==> src/hdl/brake_seq_pkg.sv <==
/*
 package for the holding-brake sequencer: timing constants, state encoding,
 parameter register layout. assumes a 40 MHz device clock.
*/
package brake_seq_pkg;
	localparam int unsigned CLK_HZ           = 40_000_000;
	localparam int unsigned TICK_MS          = 1;
	localparam int unsigned TICK_CYCLES      = CLK_HZ / 1000 * TICK_MS;
	localparam logic [15:0] TICK_LAST        = 16'(TICK_CYCLES - 1);
	localparam logic [7:0]  BRAKE_OUT_FUNC   = 8'h12; // function code 18
	localparam logic [15:0] CMD_DELAY_RST    = 16'h00FA; // 250 ms
	localparam logic [15:0] STILL_OFF_RST    = 16'h0096; // 150 ms
	localparam logic [15:0] SPEED_THR_RST    = 16'h0064; // 10.0 rpm, 0.1 rpm units
	localparam logic [15:0] OFF_WAIT_RST     = 16'h01F4; // 500 ms
	localparam int unsigned ROT_HOLD_MS      = 50;
	localparam logic [15:0] ROT_HOLD_TICKS   = 16'(ROT_HOLD_MS);
	localparam logic [2:0]  ADDR_CMD_DELAY   = 3'h0;
	localparam logic [2:0]  ADDR_STILL_OFF   = 3'h1;
	localparam logic [2:0]  ADDR_SPEED_THR   = 3'h2;
	localparam logic [2:0]  ADDR_OFF_WAIT    = 3'h3;
	localparam logic [2:0]  ADDR_DO_CFG      = 3'h4;
	localparam logic [2:0]  ADDR_STATUS      = 3'h5;
	localparam logic [15:0] DO_CFG_RST       = 16'h0000;

	typedef enum logic [2:0] {
		ST_OFF      = 3'b000,
		ST_RUN      = 3'b001,
		ST_STILL    = 3'b010,
		ST_ROT_WAIT = 3'b011,
		ST_ROT_HOLD = 3'b100
	} seq_state_e;

	typedef struct packed {
		logic [2:0]  addr;
		logic [15:0] wdata;
		logic        wr;
		logic        rd;
	} reg_req_s;
endpackage : brake_seq_pkg

==> src/hdl/servo_brake_sequencer.sv <==
/*
 holding-brake sequencer: brake output routing, motor power gating, shutdown
 sequences for standstill, rotation and fault. assumes speed, enable and fault
 inputs synchronous to mclk and a register port with read data one cycle later.
*/
`timescale 1ns/1ps
`default_nettype none
module servo_brake_sequencer (
	input  wire logic                      mclk,
	input  wire logic                      arst_n,
	input  wire brake_seq_pkg::reg_req_s   req,
	output logic [15:0]                    rdata,
	input  wire logic                      servo_enable,
	input  wire logic [15:0]               motor_speed,
	input  wire logic                      drive_fault,
	output logic [7:0]                     do_pins,
	output logic                           motor_power,
	output logic                           cmd_ready
);
	import brake_seq_pkg::*;

	seq_state_e  state, next_state;
	logic [15:0] tick_cnt, next_tick_cnt;
	logic [15:0] ms_cnt, next_ms_cnt;
	logic [15:0] cmd_delay, still_off, speed_thr, off_wait, do_cfg;
	logic [15:0] next_cmd_delay, next_still_off, next_speed_thr, next_off_wait, next_do_cfg;
	logic [15:0] next_rdata;
	logic        brake_drive_signal, next_brake;
	logic        next_power, next_cmd_ready;
	logic [7:0]  next_do_pins;
	logic        stationary;
	logic        tick;

	// register writes and reads
	always_comb begin
		next_cmd_delay = cmd_delay;
		next_still_off = still_off;
		next_speed_thr = speed_thr;
		next_off_wait  = off_wait;
		next_do_cfg    = do_cfg;
		next_rdata     = 16'h0000;
		if (req.wr) begin
			case (req.addr)
				ADDR_CMD_DELAY: next_cmd_delay = req.wdata;
				ADDR_STILL_OFF: next_still_off = req.wdata;
				ADDR_SPEED_THR: next_speed_thr = req.wdata;
				ADDR_OFF_WAIT:  next_off_wait  = req.wdata;
				ADDR_DO_CFG:    next_do_cfg    = req.wdata;
				default:        ;
			endcase
		end
		if (req.rd) begin
			case (req.addr)
				ADDR_CMD_DELAY: next_rdata = cmd_delay;
				ADDR_STILL_OFF: next_rdata = still_off;
				ADDR_SPEED_THR: next_rdata = speed_thr;
				ADDR_OFF_WAIT:  next_rdata = off_wait;
				ADDR_DO_CFG:    next_rdata = do_cfg;
				ADDR_STATUS:    next_rdata = {10'h000, cmd_ready, motor_power, brake_drive_signal, 3'(state)};
				default:        next_rdata = 16'h0000;
			endcase
		end
	end

	always_ff @(posedge mclk or negedge arst_n) begin
		if (!arst_n) begin
			cmd_delay <= CMD_DELAY_RST;
			still_off <= STILL_OFF_RST;
			speed_thr <= SPEED_THR_RST;
			off_wait  <= OFF_WAIT_RST;
			do_cfg    <= DO_CFG_RST;
			rdata     <= 16'h0000;
		end else begin
			cmd_delay <= next_cmd_delay;
			still_off <= next_still_off;
			speed_thr <= next_speed_thr;
			off_wait  <= next_off_wait;
			do_cfg    <= next_do_cfg;
			rdata     <= next_rdata;
		end
	end

	assign stationary = (motor_speed < speed_thr);
	assign tick = (tick_cnt == TICK_LAST);

	// sequencer and millisecond timer
	always_comb begin
		next_state = state;
		next_tick_cnt = tick ? 16'h0000 : tick_cnt + 16'h0001;
		next_ms_cnt = (tick && ms_cnt != 16'hFFFF) ? ms_cnt + 16'h0001 : ms_cnt;
		case (state)
			ST_OFF: begin
				if (servo_enable && !drive_fault)
					next_state = ST_RUN;
			end
			ST_RUN: begin
				if (!servo_enable)
					next_state = stationary ? ST_STILL : ST_ROT_WAIT;
			end
			ST_STILL: begin
				if (ms_cnt >= still_off)
					next_state = ST_OFF;
			end
			ST_ROT_WAIT: begin
				if (stationary || ms_cnt >= off_wait)
					next_state = ST_ROT_HOLD;
			end
			ST_ROT_HOLD: begin
				if (ms_cnt >= ROT_HOLD_TICKS)
					next_state = ST_OFF;
			end
			default: next_state = ST_OFF;
		endcase
		if (drive_fault)
			next_state = ST_OFF;
		if (next_state != state) begin
			next_tick_cnt = 16'h0000;
			next_ms_cnt = 16'h0000;
		end
	end

	// outputs decoded from the next state
	always_comb begin
		next_brake = (next_state == ST_RUN) || (next_state == ST_ROT_WAIT);
		next_power = (next_state != ST_OFF);
		next_cmd_ready = (state == ST_RUN) && (next_state == ST_RUN) && (ms_cnt >= cmd_delay);
		next_do_pins = 8'h00;
		if (do_cfg[15:8] == BRAKE_OUT_FUNC)
			next_do_pins[do_cfg[2:0]] = next_brake ^ do_cfg[3];
		else
			next_do_pins = 8'h00;
	end

	always_ff @(posedge mclk or negedge arst_n) begin
		if (!arst_n) begin
			state              <= ST_OFF;
			tick_cnt           <= 16'h0000;
			ms_cnt             <= 16'h0000;
			brake_drive_signal <= 1'b0;
			motor_power        <= 1'b0;
			cmd_ready          <= 1'b0;
			do_pins            <= 8'h00;
		end else begin
			state              <= next_state;
			tick_cnt           <= next_tick_cnt;
			ms_cnt             <= next_ms_cnt;
			brake_drive_signal <= next_brake;
			motor_power        <= next_power;
			cmd_ready          <= next_cmd_ready;
			do_pins            <= next_do_pins;
		end
	end

	property p_fault_off;
		@(posedge mclk) disable iff (!arst_n) drive_fault |=> (!motor_power && !brake_drive_signal);
	endproperty
	a_fault_off: assert property (p_fault_off) else $error("fault did not drop power and brake");

	property p_enable_on;
		@(posedge mclk) disable iff (!arst_n)
			(state == ST_OFF && servo_enable && !drive_fault) |=> (brake_drive_signal && motor_power);
	endproperty
	a_enable_on: assert property (p_enable_on) else $error("enable did not raise brake and power");

	property p_still_off;
		@(posedge mclk) disable iff (!arst_n)
			(state == ST_RUN && !servo_enable && stationary && !drive_fault) |=> (!brake_drive_signal && motor_power);
	endproperty
	a_still_off: assert property (p_still_off) else $error("standstill stop wrong");

	property p_rot_hold;
		@(posedge mclk) disable iff (!arst_n)
			(state == ST_RUN && !servo_enable && !stationary && !drive_fault) |=> brake_drive_signal;
	endproperty
	a_rot_hold: assert property (p_rot_hold) else $error("rotating stop dropped brake early");

	property p_rot_release;
		@(posedge mclk) disable iff (!arst_n)
			(state == ST_ROT_WAIT && stationary && !drive_fault) |=> (!brake_drive_signal && state == ST_ROT_HOLD);
	endproperty
	a_rot_release: assert property (p_rot_release) else $error("brake not released at threshold");

	property p_rot_power;
		@(posedge mclk) disable iff (!arst_n)
			(state == ST_ROT_HOLD && ms_cnt < ROT_HOLD_TICKS && !drive_fault) |=> motor_power;
	endproperty
	a_rot_power: assert property (p_rot_power) else $error("power dropped during hold");

	property p_timer_restart;
		@(posedge mclk) disable iff (!arst_n) (state != $past(state)) |-> (ms_cnt == 16'h0000);
	endproperty
	a_timer_restart: assert property (p_timer_restart) else $error("timer not restarted");

	property p_do_route;
		@(posedge mclk) disable iff (!arst_n)
			(do_cfg[15:8] == BRAKE_OUT_FUNC && !(req.wr && req.addr == ADDR_DO_CFG))
			|=> (do_pins[do_cfg[2:0]] == (brake_drive_signal ^ do_cfg[3]));
	endproperty
	a_do_route: assert property (p_do_route) else $error("brake pin routing wrong");
endmodule : servo_brake_sequencer
`default_nettype wire

==> config.mk <==
export PLATFORM = sky130hd
export DESIGN_NAME = servo_brake_sequencer
export DESIGN_NICKNAME = d
export VERILOG_FILES = /design/src/hdl/brake_seq_pkg.sv /design/src/hdl/servo_brake_sequencer.sv
export SDC_FILE = /design/constraint.sdc
export NUM_CORES = 1
export LEC_CHECK = 0
export ABC_AREA = 1
export BUFFER_PORTS_ARGS = -buffer_cell sky130_fd_sc_hd__buf_2
export CORE_AREA = 2 2 118 120
export DETAILED_ROUTE_END_ITERATION = 16
export DIE_AREA = 0 0 120 122
export PLACE_DENSITY = 0.86
export SLEW_MARGIN = 20
export SYNTH_ARGS = -nofsm -noshare
export SYNTH_HDL_FRONTEND = slang
export SYNTH_SLANG_ARGS = --single-unit
==> constraint.sdc <==
create_clock -name mclk -period 4.9 [get_ports mclk]
set_input_delay 0.735 -clock mclk [delete_from_list [all_inputs] [get_ports mclk]]
set_output_delay 0.735 -clock mclk [all_outputs]
set_load 0.05 [all_outputs]
==> run_results.csv, run 1 <==
group,metric,value,unit
cts,post_cts_resized,0,
timing,min_period_over_period,62.50,%
min_path,hp-class,"primary input to asynchronous set/reset pin",
routing,detail-route-antenna-nets,0,
setup_path,crit_path_max_fanout,32,
routing,via_per_inst,5.625,
yosys,avgSynthCellArea,8.233,um^2
setup_path,cp.required,5.17,ns
cts,cts.sinks,142,
cells_and_area,layout_common_cells,"226 x nand2_1, 152 x inv_1, 123 x dfrtp_1",
timing,fin_setup_tns,0,ns
cts,cts_buffer_depth,2,
yosys,synth_cells,966,
cts,h-tree-depth,4,
timing,fmax,326.5,MHz
cts,postCtsHoldBufs,0,
floorplan,core,13500,um^2
yosys,synth-main-ff-cell,"dfrtp_1",
cts,cts_root_buf,"clkbuf_16",
yosys,synth_seq_area_share,44.98,%
placed_design,placedCellCount,1191,
yosys,yosys_register_bits,142,
timing,max_slew_margin,31.04,%
setup_path,worst-r2r-setup-slack,1.84,ns
setup_path,startpoint_type,"flip-flop",
setup_path,rr_endpoint,"ms_cnt[0]",
cells_and_area,fin_nets,1137,
grt,grtUsageTotal,27.43,%
setup_path,end_kind,"flip-flop",
timing,finalSetupViolations,0,
cells_and_area,stdcell_count,1223,
cts,path_clk_slew,0.06,ns
cells_and_area,area_delta_synth_final,13.45,%
cts,clk_latency,0.43,ns
cells_and_area,final_common_cell,"nand2_1",
floorplan,num_rows,43,
timing,finClkSkew,0.01083,ns
timing,rsz0062_at_grt,"false",
cts,postCtsSetupBuffers,0,
routing,dr.pass1.iters,6,
grt,grt_pass1_vias,6481,
timing,period_needed,3.063,ns
grt,grt_max_degree,102,
floorplan,start_util,58.89,%
placed_design,dp_hpwl,13340,um
setup_path,rr_worst_depth,16,
yosys,ys_async_sr_fraction,100.0,%
setup_path,rr_startpoint,"speed_thr[5]",
cells_and_area,design_area,9022,um^2
yosys,synthDistinctLibCells,37,
routing,drc,0,
power_and_ir_drop,p_total,3.398,mW
cells_and_area,layout-drive-gt1-share,15.53,%
routing,first_iter_violations,619,
floorplan,die_h,122,um
placed_design,placed_cell_area,8424,um^2
timing,slew_viol_final,0,
placed_design,dp_slack,1.610,ns
outcome,status,"finished, final reports clean",
floorplan,die_w,120,um
routing,vias,6879,
power_and_ir_drop,ir_drop,0.0003296,V
placed_design,place.gp.congestion,0.9174,
grt,grt_overflow,0,
timing,worst_pin_slew,1.032,ns
yosys,syn_nets,1073,
setup_path,arrival,3.33,ns
cells_and_area,final_core_util,66.81,%
grt,grt_pass1_wl,31460,um
setup_path,crit_type,"flip-flop to flip-flop",
power_and_ir_drop,leakagePower,4.525,nW
timing,holdWs,0.4133,ns
cells_and_area,n_antenna_cell,0,
placed_design,port_buffers,66,
yosys,synth-edff-count,0,
timing,hold_viol,0,
floorplan,io_pins,67,
yosys,syn_area,7953,um^2
flow_run,cap_violations,0,
power_and_ir_drop,power_density,376.6,nW/um^2
routing,wl_per_cell,15.65,um
routing,drt_wl_total,19140,um
floorplan,design.die.area,14640,um^2
grt,antenna_found_initial,0,
yosys,yosysWarnings,0,
timing,timing.final.ws_setup,1.837,ns
cts,tritoncts,"built",
cts,numCtsBuffers,17,
[power by group]
part / internal, mW / total, mW / switching, mW
clock network: 0.805 / 1.33 / 0.520
registers: 1.35 / 1.46 / 0.114
logic: 0.207 / 0.613 / 0.406
[critical path, cell delays in order, from the launching register on]
cell,delay (ns)
dfstp_2,0.53
inv_1,0.06
ha_1,0.28
a21oi_1,0.13
nor2_1,0.05
nor3_1,0.14
nand2_1,0.10
nand2_1,0.06
nand2_1,0.15
o21ai_1,0.16
nand3_1,0.10
nand2_2,0.12
inv_2,0.05
nand2_1,0.06
nand2_1,0.06
nand2_2,0.69
nor2_1,0.12
[metal layers]
layer  global-route usage [%]  wire length, um  vias up
li1                         -                -     3290
met3                    6.133             1177       49
met5                        0                0        -
met2                    44.78             9238      286
met1                    35.50             8161     3254
met4                    11.32              563        0
[registers in the layout, indices dropped and copies added, names as in the netlist]
signal	flops
cmd_delay	16
do_cfg	16
ms_cnt	16
off_wait	16
rdata	16
speed_thr	16
still_off	16
tick_cnt	16
do_pins	8
state	3
brake_drive_signal	1
cmd_ready	1
motor_power	1
[synth_stat cells (2+ instances only)]
master,n,share of area [%]
a211oi_1,3,0.28
a21oi_1,36,2.3
a221oi_1,13,1.4
a31oi_1,5,0.39
buf_6,3,0.42
clkbuf_1,20,0.94
dfrtp_1,123,39
dfstp_2,19,6.3
ha_1,66,10
inv_1,152,7.2
nand2_1,226,11
nand2_2,4,0.31
nand3_1,26,1.6
nand3_2,2,0.25
nand3b_1,2,0.19
nand4_1,13,1.0
nor2_1,49,2.3
nor2_2,31,2.4
nor3_1,11,0.69
nor3_2,5,0.63
nor4_1,8,0.63
o2111ai_1,2,0.22
o211ai_1,2,0.19
o21a_1,2,0.19
o21ai_0,99,6.2
o22ai_1,16,1.3
xnor2_1,3,0.33
xor2_1,16,1.8
[layout make-up]
type	instances	area [um^2]
inverter	154	580.6
sequential	142	3577
multi-input combinational	646	3682
clock inverter	12	161.4
tap	180	225.2
fill	1020	4482
timing repair buffer	69	359.1
clock buffer	20	436.7
[worst max-delay path by stage]
stage	startpoint	endpoint	cells after the start
floorplan	motor_speed[5]	tick_cnt[6]	16
global placement	motor_speed[5]	ms_cnt[0]	16
detailed placement	motor_speed[5]	ms_cnt[0]	16
CTS	speed_thr[5]	ms_cnt[0]	16
global route	speed_thr[5]	ms_cnt[0]	16
finish	speed_thr[5]	ms_cnt[0]	16
[cells by family (layout without fill, tap and decap cells)]
group / after synthesis / count (layout) / synth area share [%]
AO/OA/AOI/OAI: 184 / 184 / 13.04
XOR/XNOR: 19 / 19 / 2.093
adder cells (fa/ha/maj): 66 / 66 / 10.38
buffers and inverters: 178 / 255 / 8.716
flip-flops: 142 / 142 / 44.98
AND/OR/NAND/NOR: 377 / 377 / 20.78
Note: power is estimated with default switching activity, not from simulation.
==> inputs of run 2 (changes only) <==
- CORE_AREA: 2 2 118 120 -> 2 2 124 126
- DIE_AREA: 0 0 120 122 -> 0 0 126 128
- PLACE_DENSITY: 0.86 -> 0.82
- clock period: 4.9 -> 2.8 ns (I/O delays scaled with it)
==> run_results.csv, run 2 (synthesized netlist as in run 1, its figures left out) <==
group,metric,value,unit
outcome,status,"finished, final reports clean",
power_and_ir_drop,p_total,6.126,mW
timing,min_period_over_period,91.70,%
timing,period_needed,2.568,ns
cells_and_area,layout_common_cells,"226 x nand2_1, 152 x inv_1, 123 x dfrtp_1",
cells_and_area,area_delta_synth_final,16.28,%
grt,grtUsageTotal,25.67,%
grt,met3_usage,4.466,%
setup_path,end_kind,"flip-flop",
power_and_ir_drop,ir_drop,0.0004592,V
cts,post_cts_resized,0,
setup_path,worstPathCellList,"inv_1 > ha_1 > a21oi_1 > nor2_1 > nor3_1 > nand2_1 > nand2_1 > nand2_1 > o21ai_1 > nand3_1 > nand2_2 > inv_2 > nand2_1 > nand2_1 > nand2_2 > buf_12 > nor2_1",
routing,drt_wl_total,19840,um
setup_path,crit_path_max_fanout,32,
floorplan,die_h,128,um
cells_and_area,design_area,9248,um^2
grt,grt.busiest_layer,"met2",
power_and_ir_drop,leakagePower,4.657,nW
placed_design,dp_hpwl,14260,um
setup_path,crit_top_cell,"nand2_1",
cells_and_area,fin_nets,1156,
floorplan,design.die.area,16130,um^2
power_and_ir_drop,p_comb_share,17.9,%
placed_design,placedCellCount,1217,
timing,rsz0062_at_grt,"false",
grt,grt_overflow,0,
setup_path,cp.required,3.11,ns
cts,cts.sinks,142,
routing,drc,0,
timing,max_slew_margin,31.14,%
cts,tritoncts,"built",
setup_path,startpoint_type,"flip-flop",
power_and_ir_drop,clkPwrFrac,40.5,%
setup_path,crit_slowest_cell,"dfstp_2",
cells_and_area,stdcell_count,1250,
setup_path,arrival,2.87,ns
cts,cts_root_buf,"clkbuf_16",
routing,dr.pass1.iters,8,
cts,clk_latency,0.43,ns
routing,vias,6942,
grt,antenna_found_initial,0,
floorplan,die_w,126,um
setup_path,critPathMaxStageDelay,0.52,ns
cts,path_clk_slew,0.06,ns
cells_and_area,fillCellCount,1216,
grt,grt_pass1_vias,6771,
placed_design,place.gp.congestion,0.9331,
timing,worst_pin_slew,1.030,ns
timing,hold_viol,0,
power_and_ir_drop,p_int,4.273,mW
routing,first_iter_violations,661,
routing,via_per_inst,5.554,
cells_and_area,seq_area,3577,um^2
routing,wl_per_cell,15.87,um
cts,postCtsHoldBufs,1,
min_path,hp-class,"primary input to flip-flop",
power_and_ir_drop,p_sw_share,30.24,%
setup_path,crit_type,"flip-flop to flip-flop",
placed_design,placed_cell_area,8594,um^2
timing,timing.final.ws_setup,0.2324,ns
floorplan,io_pins,67,
cells_and_area,layout-drive-gt1-share,17.14,%
timing,finalSetupViolations,0,
setup_path,worstPathBufferInverterCount,3,
routing,detail-route-antenna-nets,0,
setup_path,path_delay_family,"simple AND/OR/NAND/NOR gates",
power_and_ir_drop,switchingPower,1.853,mW
cells_and_area,n_antenna_cell,0,
grt,grt_use_met1,32.28,%
grt,use_met2,43.01,%
flow_run,cap_violations,0,
cts,cts_buffer_depth,2,
power_and_ir_drop,power_density,662.4,nW/um^2
grt,grt_pass1_wl,33000,um
floorplan,start_util,53.50,%
timing,slew_viol_final,0,
cts,h-tree-depth,4,
timing,finClkSkew,0.01067,ns
timing,fmax,389.5,MHz
floorplan,num_rows,45,
power_and_ir_drop,seqPwrFrac,41.7,%
cts,postCtsSetupBuffers,0,
placed_design,port_buffers,66,
placed_design,dp_slack,0.2725,ns
floorplan,core,14860,um^2
cts,numCtsBuffers,17,
cells_and_area,final_common_cell,"nand2_1",
grt,grt_max_degree,55,
cells_and_area,multiInputGateArea,3682,um^2
timing,fin_setup_tns,0,ns
[run 2: through the flow]
| stage | hold slack, ns | util (%) |
|---|---|---|
| after CTS | 0.3101 | 62.21 |
| final | 0.3117 | 62.21 |
| after detailed placement | 0.4246 | 57.82 |
| after floorplan | 0.1244 | - |
| after global routing | 0.3107 | 62.21 |
| after global placement | 0.4195 | 57.82 |
[run 2: worst paths after layout]
check	startpoint	end	slack, ns	depth (start not counted)
min in group asynchronous	arst_n	tick_cnt[8]	0.53	2
worst min register to register	still_off[9]	still_off[9]	0.49	2
max in group asynchronous	arst_n	still_off[1]	1.52	3
worst min-delay path	req[6]	off_wait[4]	0.31	3
worst max-delay path	speed_thr[5]	ms_cnt[15]	0.23	17
worst max register to register	speed_thr[5]	ms_cnt[15]	0.23	17
[run 2: layer usage]
metal / part of all wire [%] / vias to the layer above
met4: 3.6 / 0
li1: - / 3322
met1: 42 / 3287
met2: 49 / 267
met5: 0 / -
met3: 5.3 / 66
[run 2: worst register-to-register path, delay by kind of cell (launching register included)]
| kind | cells | cell delay [ns] |
|---|---|---|
| AOI/OAI and AO/OA | 2 | 0.30 |
| DFF | 1 | 0.52 |
| and+or+nand+nor | 11 | 1.00 |
| buffers and inverters | 3 | 0.35 |
| adders and majority gates | 1 | 0.28 |
[run 2: power by group through the flow]
stage | clock, mW | combinational (mW) | sequential [mW]
2_1_floorplan | 0 | 0.703 | 2.59
3_3_place_gp | 0 | 1.02 | 2.57
3_5_place_dp | 0 | 1.08 | 2.58
4_1_cts | 2.49 | 1.10 | 2.55
5_1_grt | 2.58 | 1.26 | 2.59
6_report | 2.48 | 1.09 | 2.55
[run 2: final cells by class]
cell class / count / share of cell area [%]
multi-input cells: 646 / 39.82
repair buffers: 88 / 5.723
well taps: 188 / 2.544
clock inverters: 13 / 2.165
flip-flops and latches: 142 / 38.68
inverters: 154 / 6.278
clock buffers: 19 / 4.790
==> inputs of run 3 (changes only) <==
- CORE_AREA: 2 2 124 126 -> 2 2 102 153
- DIE_AREA: 0 0 126 128 -> 0 0 104 155
==> run_results.csv, run 3 (synthesized netlist as in run 1, its figures left out) <==
group,metric,value,unit
outcome,status,"finished, final reports clean",
cts,path_clk_slew,0.06,ns
timing,holdWs,0.2994,ns
timing,max_slew_margin,32.24,%
cells_and_area,fillCellCount,1256,
cts,cts_buffer_depth,2,
floorplan,io_pins,67,
power_and_ir_drop,p_int,3.998,mW
cells_and_area,seq_area,3577,um^2
setup_path,arrival,2.92,ns
power_and_ir_drop,leakagePower,4.613,nW
cts,tritoncts,"built",
placed_design,place.gp.congestion,0.8845,
cts,numCtsBuffers,17,
timing,hold_viol,0,
grt,grt_overflow,0,
cells_and_area,final_common_cell,"nand2_1",
grt,grt_max_degree,68,
routing,vias,6904,
routing,drt_wl_total,19910,um
timing,fmax,389.3,MHz
cells_and_area,fin_nets,1153,
setup_path,crit_type,"flip-flop to flip-flop",
floorplan,num_rows,55,
routing,drc,0,
cells_and_area,layout_common_cells,"226 x nand2_1, 152 x inv_1, 123 x dfrtp_1",
cells_and_area,design_area,9184,um^2
routing,first_iter_violations,452,
floorplan,design.die.area,16120,um^2
routing,wl_per_cell,15.83,um
cts,cts_root_buf,"clkbuf_16",
cts,clk_latency,0.43,ns
routing,detail-route-antenna-nets,0,
grt,grtUsageTotal,25.64,%
cts,cts.sinks,142,
power_and_ir_drop,p_sw_share,32.15,%
timing,min_period_over_period,91.73,%
cells_and_area,area_delta_synth_final,15.48,%
floorplan,die_w,104,um
power_and_ir_drop,p_total,5.893,mW
timing,period_needed,2.569,ns
power_and_ir_drop,seqPwrFrac,43.4,%
cts,postCtsSetupBuffers,0,
grt,grt_pass1_wl,32690,um
cts,h-tree-depth,4,
floorplan,die_h,155,um
timing,slew_viol_final,0,
floorplan,core,14860,um^2
grt,grt_pass1_vias,6761,
timing,worst_pin_slew,1.014,ns
cells_and_area,n_antenna_cell,0,
placed_design,dp_hpwl,14800,um
setup_path,cp.required,3.16,ns
timing,finClkSkew,0.01338,ns
grt,antenna_found_initial,0,
cells_and_area,layout-drive-gt1-share,17.00,%
routing,via_per_inst,5.488,
floorplan,start_util,53.50,%
power_and_ir_drop,ir_drop,0.0004182,V
placed_design,port_buffers,66,
cells_and_area,multiInputGateArea,3690,um^2
min_path,hp-class,"primary input to flip-flop",
power_and_ir_drop,power_density,641.6,nW/um^2
power_and_ir_drop,p_comb_share,18.6,%
setup_path,crit_path_max_fanout,18,
setup_path,startpoint_type,"flip-flop",
setup_path,end_kind,"flip-flop",
timing,finalSetupViolations,0,
flow_run,cap_violations,0,
routing,dr.pass1.iters,5,
placed_design,placed_cell_area,8586,um^2
power_and_ir_drop,clkPwrFrac,38.0,%
power_and_ir_drop,switchingPower,1.895,mW
## run 3: per-layer routing
metal	wire length [um]	GRT usage (%)
met4	819	13.84
met5	0	0
met2	10230	44.92
met3	1011	4.231
met1	7843	30.08
## run 3: worst max-delay path, stage by stage, from the launching register on
cell and delay, ns:
dfstp_2 0.53, inv_1 0.06, ha_1 0.29, a21oi_1 0.15
nor2_1 0.06, nor3_1 0.12, nand2_1 0.07, nand2_1 0.05
nand2_1 0.13, nand2_1 0.10, nand2_1 0.05, nand2_1 0.08
nand2_1 0.09, nand2_1 0.07, nand2_1 0.07, nor2_2 0.17
nand2_4 0.13, buf_12 0.18, nor2_1 0.09
## run 3: metrics by stage
stage                     setup TNS, ns  std cells  setup slack (ns)  util, %
after floorplan                       0        966            0.6289        -
after global placement                0       1225            0.1498    57.76
after detailed placement              0       1225            0.1481    57.76
after CTS                             0       1258            0.1624    61.71
after global routing            -0.3335       1258          -0.03637    61.78
final                                 0       1258            0.2314    61.78
## run 3: path summary, 6_finish.rpt
| path | startpoint | to | slack [ns] | depth (start not counted) |
|---|---|---|---|---|
| min in group asynchronous | arst_n | speed_thr[8] | 0.53 | 2 |
| min reg2reg | still_off[8] | still_off[8] | 0.49 | 2 |
| max | speed_thr[5] | ms_cnt[15] | 0.23 | 18 |
| max reg2reg | speed_thr[5] | ms_cnt[15] | 0.23 | 18 |
| min | req[9] | off_wait[7] | 0.30 | 3 |
| max in group asynchronous | arst_n | still_off[2] | 1.48 | 3 |
## run 3: power by group through the flow
| stage | registers, mW | clock network, mW | logic, mW |
|---|---|---|---|
| 5_1_grt | 2.58 | 2.34 | 1.26 |
| 6_report | 2.56 | 2.24 | 1.10 |
| 4_1_cts | 2.55 | 2.25 | 1.10 |
| 3_3_place_gp | 2.56 | 0 | 1.04 |
| 3_5_place_dp | 2.58 | 0 | 1.08 |
| 2_1_floorplan | 2.59 | 0 | 0.703 |
## run 3: area by class of cell
type / count / share of cell area, %
sequential: 142 / 38.95
clock buffer: 18 / 4.673
timing repair buffer: 85 / 5.559
tap: 199 / 2.711
multi-input combinational: 646 / 40.18
inverter: 154 / 6.322
clock inverter: 14 / 1.608
## run 3: what timing repair did
| item | CTS | global route |
|---|---|---|
| hold buffers | 1 | 0 |
| resized for setup | 0 | 3 |
| hold endpoints to repair | 43 | 0 |
| endpoints found under the setup margin | 0 | 26 |
